### config.mk
export PLATFORM = sky130hd
export DESIGN_NAME = sofc_top
export DESIGN_NICKNAME = d
export VERILOG_FILES = /design/src/hw/sofc_top.v /design/src/hw/sofc_filter.v /design/src/hw/sofc_mask.v
export VERILOG_INCLUDE_DIRS = /design/src /design/src/shared
export SDC_FILE = /design/constraint.sdc
export NUM_CORES = 1
export LEC_CHECK = 0
export ABC_AREA = 1
export BUFFER_PORTS_ARGS = -buffer_cell sky130_fd_sc_hd__buf_2
export CORE_MARGIN = 2
export CORE_UTILIZATION = 35
export CTS_CLUSTER_SIZE = 20
export DETAILED_ROUTE_END_ITERATION = 10
export PLACE_DENSITY = 0.61
export SLEW_MARGIN = 20
export SYNTH_ARGS = -nofsm -noshare
export SYNTH_HDL_FRONTEND = slang
export SYNTH_SLANG_ARGS = --single-unit
export TNS_END_PERCENT = 100
### constraint.sdc
create_clock -name clk -period 49.7 [get_ports clk]
set_input_delay 7.455 -clock clk [delete_from_list [all_inputs] [get_ports clk]]
set_output_delay 7.455 -clock clk [all_outputs]
set_load 0.01 [all_outputs]
### src/shared/sofc_defines.vh
`ifndef SOFC_DEFINES_VH
`define SOFC_DEFINES_VH
// Alarm and option setup byte fields
`define SOFC_OPT_RESET      8'h01
`define SOFC_OPT_ALARM_EN   7
`define SOFC_OPT_LO_LATCH   6
`define SOFC_OPT_HI_LATCH   5
`define SOFC_OPT_SENSOR     4
`define SOFC_OPT_FAHR       3
`define SOFC_OPT_ECHO       2
`define SOFC_OPT_DLY_HI     1
`define SOFC_OPT_DLY_LO     0
// Digits and filter setup byte fields
`define SOFC_DIG_RESET      8'hC2
`define SOFC_DIG_NDIG_HI    7
`define SOFC_DIG_NDIG_LO    6
`define SOFC_DIG_LARGE_HI   5
`define SOFC_DIG_LARGE_LO   3
`define SOFC_DIG_SMALL_HI   2
`define SOFC_DIG_SMALL_LO   0
// Serial characters
`define SOFC_CHAR_CR        8'h0D
`define SOFC_CHAR_LF        8'h0A
// Readings are counted in hundredths; weight of the least shown digit
`define SOFC_WEIGHT_4DIG    24'h0003E8
`define SOFC_WEIGHT_5DIG    24'h000064
`define SOFC_WEIGHT_6DIG    24'h00000A
`define SOFC_WEIGHT_7DIG    24'h000001
// Large-signal threshold is this many counts of the least shown digit
`define SOFC_THRESH_COUNTS  24'h00000A
// Fahrenheit offset, 32.00 degrees in hundredths
`define SOFC_FAHR_OFFSET    24'h000C80
`endif

### src/hw/sofc_top.v
`include "sofc_defines.vh"
`default_nettype none
module sofc_top #(
	parameter W         = 24,
	parameter FRAC      = 8,
	parameter SHIFT_OFS = 1,
	parameter CW        = 20
) (
	input  wire                clk,
	input  wire                arst_n,
	input  wire                setup_wr,
	input  wire [7:0]          setup_opt_in,
	input  wire [7:0]          setup_dig_in,
	input  wire                alarm_enable_command,
	input  wire                alarm_disable_command,
	input  wire                low_alarm_command,
	input  wire                low_latch_in,
	input  wire                high_alarm_command,
	input  wire                high_latch_in,
	input  wire                variant_tc,
	input  wire                variant_rtd,
	input  wire                variant_temp,
	input  wire [1:0]          do_cmd,
	input  wire                alarm_lo,
	input  wire                alarm_hi,
	input  wire                rx_valid,
	input  wire [7:0]          rx_char,
	input  wire [CW-1:0]       char_time,
	input  wire                resp_request,
	input  wire                sample_valid,
	input  wire signed [W-1:0] sample,
	input  wire                read_req,
	output reg  [7:0]          setup_opt,
	output reg  [7:0]          setup_dig,
	output reg  [1:0]          terminal_out,
	output reg                 latch_lo,
	output reg                 latch_hi,
	output reg                 cjc_disable,
	output reg                 four_wire,
	output reg                 fahrenheit,
	output reg                 echo_valid,
	output reg  [7:0]          echo_char,
	output reg                 cmd_char_valid,
	output reg  [7:0]          cmd_char,
	output reg                 cmd_end,
	output reg                 resp_wait,
	output reg                 resp_start,
	output reg  signed [W-1:0] filt_out,
	output reg                 filt_valid,
	output reg                 large_sel,
	output reg  signed [W-1:0] reply_value,
	output reg                 reply_valid
);
	localparam ST_IDLE  = 2'h0;
	localparam ST_COUNT = 2'h1;
	localparam ST_GO    = 2'h2;

	// Weight of least displayed digit, in hundredths
	function [W-1:0] digit_weight;
		input [1:0] ndig;
		begin
			case (ndig)
			2'h0: digit_weight = `SOFC_WEIGHT_4DIG;
			2'h1: digit_weight = `SOFC_WEIGHT_5DIG;
			2'h2: digit_weight = `SOFC_WEIGHT_6DIG;
			default: digit_weight = `SOFC_WEIGHT_7DIG;
			endcase
		end
	endfunction

	reg  [7:0]          opt_reg;
	reg  [7:0]          opt_next;
	reg  [7:0]          dig_reg;
	reg                 after_cr_reg;
	reg  [1:0]          state_reg;
	reg  [2:0]          units_reg;
	reg  [CW-1:0]       cyc_reg;
	reg  signed [W-1:0] scaled_reg;
	reg                 scaled_valid_reg;
	wire signed [W-1:0] filt_value;
	wire                filt_valid_w;
	wire                large_sel_w;
	wire signed [W-1:0] mask_value;
	wire                mask_valid;
	wire [1:0]          ndig = dig_reg[`SOFC_DIG_NDIG_HI:`SOFC_DIG_NDIG_LO];
	wire [W-1:0]        weight = digit_weight(ndig);
	wire [W-1:0]        thresh = weight * `SOFC_THRESH_COUNTS;
	wire [2:0]          dly_units = {opt_reg[`SOFC_OPT_DLY_HI:
	                                 `SOFC_OPT_DLY_LO], 1'b0};
	wire [CW-1:0]       unit_len = (char_time == {CW{1'b0}}) ?
	                               {{(CW-1){1'b0}}, 1'b1} : char_time;
	wire                fahr_on = opt_reg[`SOFC_OPT_FAHR] & variant_temp;
	// Signed so that readings below zero divide toward zero
	wire signed [W+4:0] fahr_wide = ($signed({{5{filt_out[W-1]}},
	                                 filt_out}) * 29'sd9) / 29'sd5;
	wire signed [W-1:0] fahr_val = fahr_wide[W-1:0] + `SOFC_FAHR_OFFSET;

	// Setup write first; alarm commands override their own bits after it
	always @* begin
		opt_next = opt_reg;
		if (setup_wr)
			opt_next = setup_opt_in;
		if (alarm_enable_command)
			opt_next[`SOFC_OPT_ALARM_EN] = 1'b1;
		if (alarm_disable_command)
			opt_next[`SOFC_OPT_ALARM_EN] = 1'b0;
		if (low_alarm_command)
			opt_next[`SOFC_OPT_LO_LATCH] = low_latch_in;
		if (high_alarm_command)
			opt_next[`SOFC_OPT_HI_LATCH] = high_latch_in;
	end

	// The write is taken at any time, the filter sees it next sample
	always @(posedge clk or negedge arst_n) begin
		if (!arst_n) begin
			opt_reg <= `SOFC_OPT_RESET;
			dig_reg <= `SOFC_DIG_RESET;
		end else begin
			opt_reg <= opt_next;
			if (setup_wr)
				dig_reg <= setup_dig_in;
		end
	end

	// Option decodes and shared terminal routing
	always @(posedge clk or negedge arst_n) begin
		if (!arst_n) begin
			setup_opt <= `SOFC_OPT_RESET;
			setup_dig <= `SOFC_DIG_RESET;
			terminal_out <= 2'h0;
			latch_lo <= 1'b0;
			latch_hi <= 1'b0;
			cjc_disable <= 1'b0;
			four_wire <= 1'b0;
			fahrenheit <= 1'b0;
		end else begin
			setup_opt <= opt_reg;
			setup_dig <= dig_reg;
			if (opt_reg[`SOFC_OPT_ALARM_EN])
				terminal_out <= {alarm_hi, alarm_lo};
			else
				terminal_out <= do_cmd;
			latch_lo <= opt_reg[`SOFC_OPT_LO_LATCH];
			latch_hi <= opt_reg[`SOFC_OPT_HI_LATCH];
			cjc_disable <= variant_tc &
			               opt_reg[`SOFC_OPT_SENSOR];
			four_wire <= variant_rtd &
			             opt_reg[`SOFC_OPT_SENSOR];
			fahrenheit <= fahr_on;
		end
	end

	// Receive path: echo and command framing
	always @(posedge clk or negedge arst_n) begin
		if (!arst_n) begin
			echo_valid <= 1'b0;
			echo_char <= 8'h00;
			cmd_char_valid <= 1'b0;
			cmd_char <= 8'h00;
			cmd_end <= 1'b0;
			after_cr_reg <= 1'b0;
		end else begin
			echo_valid <= rx_valid & opt_reg[`SOFC_OPT_ECHO];
			cmd_char_valid <= 1'b0;
			cmd_end <= 1'b0;
			if (rx_valid) begin
				echo_char <= rx_char;
				after_cr_reg <= (rx_char == `SOFC_CHAR_CR);
				if (rx_char == `SOFC_CHAR_CR)
					cmd_end <= 1'b1;
				else if (!(after_cr_reg &&
				         rx_char == `SOFC_CHAR_LF)) begin
					cmd_char_valid <= 1'b1;
					cmd_char <= rx_char;
				end
			end
		end
	end

	// Turn-around delay counted from the end of processing
	always @(posedge clk or negedge arst_n) begin
		if (!arst_n) begin
			state_reg <= ST_IDLE;
			units_reg <= 3'h0;
			cyc_reg <= {CW{1'b0}};
			resp_wait <= 1'b0;
			resp_start <= 1'b0;
		end else begin
			resp_start <= 1'b0;
			case (state_reg)
			ST_IDLE: begin
				if (resp_request) begin
					resp_wait <= 1'b1;
					units_reg <= dly_units;
					cyc_reg <= unit_len;
					if (dly_units == 3'h0)
						state_reg <= ST_GO;
					else
						state_reg <= ST_COUNT;
				end
			end
			ST_COUNT: begin
				if (cyc_reg == {{(CW-1){1'b0}}, 1'b1}) begin
					cyc_reg <= unit_len;
					units_reg <= units_reg - 3'h1;
					if (units_reg == 3'h1)
						state_reg <= ST_GO;
				end else begin
					cyc_reg <= cyc_reg - {{(CW-1){1'b0}}, 1'b1};
				end
			end
			ST_GO: begin
				resp_start <= 1'b1;
				resp_wait <= 1'b0;
				state_reg <= ST_IDLE;
			end
			default: state_reg <= ST_IDLE;
			endcase
		end
	end

	sofc_filter #(
		.W         (W),
		.FRAC      (FRAC),
		.SHIFT_OFS (SHIFT_OFS)
	) u_filter (
		.clk          (clk),
		.arst_n       (arst_n),
		.sample_valid (sample_valid),
		.sample       (sample),
		.large_code   (dig_reg[`SOFC_DIG_LARGE_HI:`SOFC_DIG_LARGE_LO]),
		.small_code   (dig_reg[`SOFC_DIG_SMALL_HI:`SOFC_DIG_SMALL_LO]),
		.thresh       (thresh),
		.filt_value   (filt_value),
		.filt_valid   (filt_valid_w),
		.large_sel    (large_sel_w)
	);

	// Unmasked reading held for other users; scale only on read replies
	always @(posedge clk or negedge arst_n) begin
		if (!arst_n) begin
			filt_out <= {W{1'b0}};
			filt_valid <= 1'b0;
			large_sel <= 1'b0;
			scaled_reg <= {W{1'b0}};
			scaled_valid_reg <= 1'b0;
		end else begin
			filt_valid <= filt_valid_w;
			if (filt_valid_w) begin
				filt_out <= filt_value;
				large_sel <= large_sel_w;
			end
			scaled_valid_reg <= read_req;
			if (read_req)
				scaled_reg <= fahr_on ? fahr_val : filt_out;
		end
	end

	sofc_mask #(
		.W (W)
	) u_mask (
		.clk       (clk),
		.arst_n    (arst_n),
		.in_valid  (scaled_valid_reg),
		.in_value  (scaled_reg),
		.weight    (weight),
		.out_value (mask_value),
		.out_valid (mask_valid)
	);

	// Reply value in hundredths: sign plus 5.2 digit field
	always @(posedge clk or negedge arst_n) begin
		if (!arst_n) begin
			reply_value <= {W{1'b0}};
			reply_valid <= 1'b0;
		end else begin
			reply_valid <= mask_valid;
			if (mask_valid)
				reply_value <= mask_value;
		end
	end
endmodule // sofc_top
`default_nettype wire

### src/hw/sofc_filter.v
`default_nettype none
module sofc_filter #(
	parameter W         = 24,
	parameter FRAC      = 8,
	parameter SHIFT_OFS = 1
) (
	input  wire                clk,
	input  wire                arst_n,
	input  wire                sample_valid,
	input  wire signed [W-1:0] sample,
	input  wire [2:0]          large_code,
	input  wire [2:0]          small_code,
	input  wire [W-1:0]        thresh,
	output reg  signed [W-1:0] filt_value,
	output reg                 filt_valid,
	output reg                 large_sel
);
	reg  signed [W+FRAC-1:0] acc_reg;
	reg                      primed_reg;
	wire signed [W-1:0]      last_out = acc_reg[W+FRAC-1:FRAC];
	wire signed [W:0]        diff = {sample[W-1], sample} -
	                                {last_out[W-1], last_out};
	wire [W:0]               mag = diff[W] ? -diff : diff;
	// Exactly ten counts stays on the small constant
	wire                     big = mag > {1'b0, thresh};
	wire [2:0]               code = big ? large_code : small_code;
	// Signed operand so a falling reading shifts in ones, not zeros
	wire signed [W+FRAC:0]   step = $signed({diff, {FRAC{1'b0}}}) >>>
	                                (code + SHIFT_OFS - 1);
	wire signed [W+FRAC:0]   sum = {acc_reg[W+FRAC-1], acc_reg} + step;

	// Single-pole low pass, alpha = 2^-shift per conversion
	always @(posedge clk or negedge arst_n) begin
		if (!arst_n) begin
			acc_reg <= {(W+FRAC){1'b0}};
			primed_reg <= 1'b0;
			filt_value <= {W{1'b0}};
			filt_valid <= 1'b0;
			large_sel <= 1'b0;
		end else begin
			filt_valid <= sample_valid;
			if (sample_valid) begin
				primed_reg <= 1'b1;
				large_sel <= big;
				if (!primed_reg || code == 3'h0) begin
					acc_reg <= {sample, {FRAC{1'b0}}};
					filt_value <= sample;
				end else begin
					acc_reg <= sum[W+FRAC-1:0];
					filt_value <= sum[W+FRAC-1:FRAC];
				end
			end
		end
	end
endmodule // sofc_filter
`default_nettype wire

### src/hw/sofc_mask.v
`default_nettype none
module sofc_mask #(
	parameter W = 24
) (
	input  wire                clk,
	input  wire                arst_n,
	input  wire                in_valid,
	input  wire signed [W-1:0] in_value,
	input  wire [W-1:0]        weight,
	output reg  signed [W-1:0] out_value,
	output reg                 out_valid
);
	wire [W-1:0] mag = in_value[W-1] ? -in_value : in_value;
	// Truncate toward zero so the sign of the reading survives
	wire [W-1:0] kept = mag - (mag % weight);

	// Trailing masked digits forced to zero
	always @(posedge clk or negedge arst_n) begin
		if (!arst_n) begin
			out_value <= {W{1'b0}};
			out_valid <= 1'b0;
		end else begin
			out_valid <= in_valid;
			if (in_valid)
				out_value <= in_value[W-1] ? -kept : kept;
		end
	end
endmodule // sofc_mask
`default_nettype wire

==> results of run 1 <==
-- metal layers --
layer | track usage (%) | wire [µm] | share of wire (%)
met5 | 0 | 60 | 0.053
met4 | 5.32 | 2860 | 2.5
met3 | 2.14 | 5580 | 5.0
met2 | 33.7 | 51200 | 45
met1 | 27.5 | 53000 | 47
-- kinds of logic (layout without fill, tap and decap cells) --
group | count (synthesis) | in the layout | synth area share (%)
and+or+nand+nor | 3016 | 3021 | 39.2
buffers and inverters | 966 | 1129 | 10.7
AOI/OAI and AO/OA | 936 | 936 | 14.2
adders and majority gates | 340 | 340 | 11.7
xor gates and xnor gates | 340 | 340 | 8.18
DFF | 220 | 220 | 15.0
muxes | 33 | 33 | 0.982
other | 0 | 1 | 0
-- cells in the mapped netlist (all sizes together), types with 3 or more instances --
library cell     n
nand2         1671
inv            833
nor2           528
nand3          505
o21ai          477
ha             335
a21oi          282
xor2           223
dfrtp          212
nand4          121
xnor2          117
nor3            86
clkbuf          76
o211ai          47
buf             43
or2             34
o21bai          30
nand3b          29
nor4            27
mux2            24
a31oi           22
a21o            17
clkinv          12
o31ai           12
o22ai           11
mux2i            9
dfstp            8
a211oi           6
a21boi           6
and2             6
fa               5
o221ai           5
o41ai            5
a22oi            3
nor3b            3
o2111ai          3
o21a             3
-- final cells by class --
cell class	instances	area, µm²
Sequential cell	220	5520
Tap cell	1380	1730
Multi-Input combinational cell	4670	27500
Clock buffer	30	674
Clock inverter	15	125
Antenna cell	1	2.50
Fill cell	11200	63600
Inverter	846	3220
Timing Repair Buffer	238	1370
-- path summary, 6_finish.rpt --
check                         startpoint                    to  slack, ns  cells after the start
max in group asynchronous         arst_n        scaled_reg[23]      41.30                      2
max                        scaled_reg[0]  u_mask.out_value[23]       4.87                    327
min reg2reg                   dig_reg[0]          setup_dig[0]       0.38                      0
max reg2reg                scaled_reg[0]  u_mask.out_value[23]       4.87                    327
min                           dig_reg[0]          setup_dig[0]       0.38                      0
min in group asynchronous         arst_n            cyc_reg[1]       6.91                      1
-- stage by stage --
stage	util, %	cell area [µm²]
after floorplan	-	36700
after global placement	37.4	38800
after detailed placement	37.4	38800
after CTS	38.2	39600
after global routing	38.7	40200
final	38.7	40200
-- repair_timing --
| action | CTS | global route |
|---|---|---|
| setup buffers | 0 | 33 |
| gates resized for setup | 0 | 71 |
| endpoints found under the setup margin | 0 | 24 |
==> out/results.env, run 1 <==
STATUS='finished, final reports clean'
GRT_UTIL_ALL_LAYERS_PCT=20.2
YS_SEQ_AREA_SHARE_PCT=15.0
FINAL_MIN_PERIOD_OVER_CLOCK_PERIOD_PCT=90.2
FINAL_ANTENNA_NET_COUNT=0
CLOCK_SKEW_NS=0.0228
FINALHOLDWORSTSLACK_NS=0.376
H_TREE_LEVELS=1
LAYOUT-DRIVE-GT1-SHARE_PCT=14.0
POSTLAYOUTSETUPSLACKWORST_NS=4.87
INSERTION_DELAY_NS=0.55
SYNTH.FF_LATCH_COUNT=220
NETLIST_INSTANCES=5851
CTS_TREE='yes'
DETAIL_ROUTE.VIAS_PER_CELL=5.09
POSTSYNTH.ASYNCRESETSHARE_PCT=100
FIRST_PASS_ITERS=5
LAYOUT_COMMON_CELLS='1478 x sky130_fd_sc_hd__nand2_1, 777 x sky130_fd_sc_hd__inv_1, 462 x sky130_fd_sc_hd__nor2_1'
DP_HPWL_UM=91900
TIMING.CRITICAL_PATH.SLOWEST_CELL_DELAY_NS=0.43
IO_BUFFER_COUNT=182
CP_DATA_ARRIVAL_TIME_NS=45.26
CLOCK-SINKS=220
YS_WARN_COUNT=0
SYNTHDOMINANTCELLAREASHARE_PCT=15.1
SLEW_VIOL_FINAL=0
SYNTH-EDFF-COUNT=0
GLOBALROUTEOVERFLOWTOTAL=0
PLACE_WS_NS=0.439
SETUP.WORST_PATH.END_CLASS='flip-flop'
NETLIST_AREA_UM2=36700
FINALWEIGHTEDCONGESTION=0.940
SYNTHTOPCELLSBYAREA='sky130_fd_sc_hd__nand2_1 15%, sky130_fd_sc_hd__dfrtp_1 14%, sky130_fd_sc_hd__ha_1 11%'
FINAL_COUNT_OF_NEGATIVE_SETUP_SLACK_ENDPOINTS=0
PATH_CLK_SLEW_NS=0.07
INITIAL_UTILIZATION_PCT=35.4
HOLD_VIOL_FINAL=0
ROUTE.VIAS.TOTAL=37700
CTS_INSERTED_BUFFERS=25
YOSYSTOPAREACELL='sky130_fd_sc_hd__nand2_1'
NUM_IO_PINS=183
TIMING.CRITICAL_PATH.FROM_TYPE='flip-flop'
TIMING.HOLD.WORST.CLASS='reg2reg'
DIEHEIGHT_UM=328
CP.REQUIRED_NS=50.13
LARGEST_NET_DEGREE_AT_THE_START_OF_GLOBAL_ROUTING=100
DIE_WIDTH_UM=328
POST_SYNTH.CELL_AREA_AVG_UM2=6.27
DESIGN.CORE.AREA_UM2=104000
CLOCKBUFFERDEPTH=3
YS.FLOP_TYPE='sky130_fd_sc_hd__dfrtp_1'
CP.BUFFERS_INVERTERS=43
SETUP_TOTAL_NEGATIVE_SLACK_NS=0
MAXSLEWHEADROOM_PCT=43.4
CP_SLOWEST_CELL='sky130_fd_sc_hd__fa_1'
POST-ROUTE-MIN-PERIOD_NS=44.83
CRIT_FAMILY='simple AND/OR/NAND/NOR gates'
DRT_ITER0_DRC=2380
FINAL_NET_COUNT=6429
GRT_PASS1_WL_UM=180000
GRT_ANTENNA_BEFORE_REPAIR=7
CRITICAL_PATH_CLASS='reg2reg'
DRC_ERRORS=0
VIA_COUNT_OF_THE_FIRST_GLOBAL_ROUTING_PASS=35100
MAPPEDNETLISTNETS=6279
PLACED_CELLS=7316
ROUTED_WIRE_LENGTH_UM=113000
WL_PER_CELL_UM=15.2
MAX_CAP_VIOL_COUNT=0
AREA_DELTA_SYNTH_FINAL_PCT=9.43
MOST_COMMON_CELL_AFTER_LAYOUT_FILL_AND_TAPS_ASIDE='sky130_fd_sc_hd__nand2_1'
LARGEST_REG_FLOPS=32
NUM_ROWS=118
CTS_HOLD_BUFFERS=0
WORSTPATHMAXFANOUT=22
YOSYS.CELL_TYPES.COUNT=86
CTSROOTBUFFERMASTER='sky130_fd_sc_hd__clkbuf_16'
LAYOUTNONFILLERINSTCOUNT=7400
WORSTMARGINPINSLEW_NS=0.848
DOMINANT_CELL_TYPE_BY_COUNT_ON_THE_CRITICAL_PATH='sky130_fd_sc_hd__nand2_1'
FLOORPLAN.DIE_AREA_UM2=107000
FMAX_MHz=22.3
Power of run 1 is left out: the tool's default activity adds up to more than one toggle a clock period on the data nets, which glitch-free logic cannot reach.
==> run 2, diff against run 1 <==
--- a/config.mk
+++ b/config.mk
@@ -13,6 +13,7 @@
 export CTS_CLUSTER_SIZE = 20
 export DETAILED_ROUTE_END_ITERATION = 10
 export PLACE_DENSITY = 0.61
+export RECOVER_POWER = 25
 export SLEW_MARGIN = 20
 export SYNTH_ARGS = -nofsm -noshare
 export SYNTH_HDL_FRONTEND = slang
==> out/results.env, run 2 (synthesized netlist as in run 1, its figures left out) <==
STATUS='complete, but fails checks'
ROUTED-WL-MET2_UM=51300
CTS_TREE='yes'
CP.BUFFERS_INVERTERS=44
LAYOUT-DRIVE-GT1-SHARE_PCT=13.8
LARGEST_REG_FLOPS=32
FINAL_MIN_PERIOD_OVER_CLOCK_PERIOD_PCT=90.2
ROUTE.VIAS.TOTAL=37700
WL_PER_CELL_UM=15.2
FLOORPLAN.DIE_AREA_UM2=107000
FINAL_COUNT_OF_NEGATIVE_SETUP_SLACK_ENDPOINTS=0
FINAL_ANTENNA_NET_COUNT=0
IO_BUFFER_COUNT=182
FIRST_PASS_ITERS=7
GRT_UTIL_ALL_LAYERS_PCT=20.2
PATH_CLK_SLEW_NS=0.07
NUM_IO_PINS=183
TIMING.CRITICAL_PATH.SLOWEST_CELL_DELAY_NS=0.43
DR_WL_MET3_UM=5320
FINAL_NET_COUNT=6429
CP_DATA_ARRIVAL_TIME_NS=45.24
CLOCKBUFFERDEPTH=3
AREA_DELTA_SYNTH_FINAL_PCT=9.37
CLOCK_SKEW_NS=0.0209
WORSTMARGINPINSLEW_NS=5.38
GLOBALROUTEOVERFLOWTOTAL=0
M1WIRELENGTH_UM=53200
DIE_WIDTH_UM=328
MOST_COMMON_CELL_AFTER_LAYOUT_FILL_AND_TAPS_ASIDE='sky130_fd_sc_hd__nand2_1'
NUM_ROWS=118
CTS_INSERTED_BUFFERS=25
DESIGN.CORE.AREA_UM2=104000
ROUTED_WIRE_LENGTH_UM=113000
FMAX_MHz=22.3
SETUP.WORST_PATH.END_CLASS='flip-flop'
TIMING.CRITICAL_PATH.FROM_TYPE='flip-flop'
LAYOUT_COMMON_CELLS='1478 x sky130_fd_sc_hd__nand2_1, 777 x sky130_fd_sc_hd__inv_1, 462 x sky130_fd_sc_hd__nor2_1'
GRT_PASS1_WL_UM=180000
ROUTED.TOP_LAYER='met5'
PLACED_CELLS=7316
VIA_COUNT_OF_THE_FIRST_GLOBAL_ROUTING_PASS=35100
CRIT_FAMILY='simple AND/OR/NAND/NOR gates'
FINALWEIGHTEDCONGESTION=0.940
DIEHEIGHT_UM=328
HOLD_VIOL_FINAL=0
LARGEST_NET_DEGREE_AT_THE_START_OF_GLOBAL_ROUTING=100
TIMING.HOLD.WORST.CLASS='reg2reg'
CRITICAL_PATH_CLASS='reg2reg'
DOMINANT_CELL_TYPE_BY_COUNT_ON_THE_CRITICAL_PATH='sky130_fd_sc_hd__nand2_1'
LAYOUTNONFILLERINSTCOUNT=7400
DETAIL_ROUTE.VIAS_PER_CELL=5.10
WORSTPATHMAXFANOUT=22
DRC_ERRORS=0
DP_HPWL_UM=91900
FAILED_CHECKS='max-capacitance violations, max-slew violations'
H_TREE_LEVELS=1
CP_SLOWEST_CELL='sky130_fd_sc_hd__fa_1'
SLEW_VIOL_FINAL=180
CTSROOTBUFFERMASTER='sky130_fd_sc_hd__clkbuf_16'
POST-ROUTE-MIN-PERIOD_NS=44.81
GRT_ANTENNA_BEFORE_REPAIR=7
CLOCK-SINKS=220
INSERTION_DELAY_NS=0.54
MAX_CAP_VIOL_COUNT=3
INITIAL_UTILIZATION_PCT=35.4
DRT_ITER0_DRC=2439
CP.REQUIRED_NS=50.12
MAXSLEWHEADROOM_PCT=-259
[run 2: cell types whose count changed in the layout (fill, tap and decap cells not counted), sizes merged]
| cell | change |
|---|---|
| buf | -7 |
| clkbuf | +7 |
[run 2: metrics by stage]
step	setup WS [ns]	hold slack (ns)	setup TNS [ns]	utilization, %	instance area [µm²]
after floorplan	4.77	0.352	0	-	36700
after global placement	2.33	0.361	0	37.4	38800
after detailed placement	0.439	0.361	0	37.4	38800
after CTS	0.312	0.376	0	38.2	39600
after global routing	-0.00617	0.386	-0.00617	38.7	40100
final	4.89	0.376	0	38.7	40100
[run 2: timing repair]
item	4_1_cts	5_1_grt
setup endpoints to repair	0	24
resized for setup	0	71
setup buffers	0	33
hold buffers	0	0
[run 2: per-layer routing]
metal	global-route usage [%]	vias up
li1	-	19500
met1	27.5	17300
met2	33.7	767
met3	2.14	151
met4	5.32	10
met5	0	-
[run 2: final timing paths]
path / from / end / slack [ns] / cells past startpoint
worst max register to register: scaled_reg[0] / u_mask.out_value[23] / 4.89 / 328
min in group asynchronous: arst_n / cyc_reg[1] / 8.89 / 1
worst min register to register: dig_reg[0] / setup_dig[0] / 0.38 / 0
max in group asynchronous: arst_n / echo_char[1] / 37.79 / 1
worst min-delay path: dig_reg[0] / setup_dig[0] / 0.38 / 0
worst max-delay path: scaled_reg[0] / u_mask.out_value[23] / 4.89 / 328
[run 2: layout make-up]
cell class,count,area [µm²]
Fill cell,11200,63700
Multi-Input combinational cell,4670,27500
Sequential cell,220,5520
Inverter,846,3220
Tap cell,1380,1730
Timing Repair Buffer,238,1340
Clock buffer,30,674
Clock inverter,15,125
Antenna cell,1,2.50
[run 2: worst register-to-register path: cells and delay by family, from the launching register on]
kind | cells | cell delay, ns
AOI/OAI and AO/OA | 78 | 11.55
and+or+nand+nor | 176 | 19.69
xor gates and xnor gates | 5 | 0.93
DFF | 1 | 0.42
adders and majority gates | 25 | 8.08
buffers and inverters | 44 | 4.10
Power of run 2 is left out for the same reason.
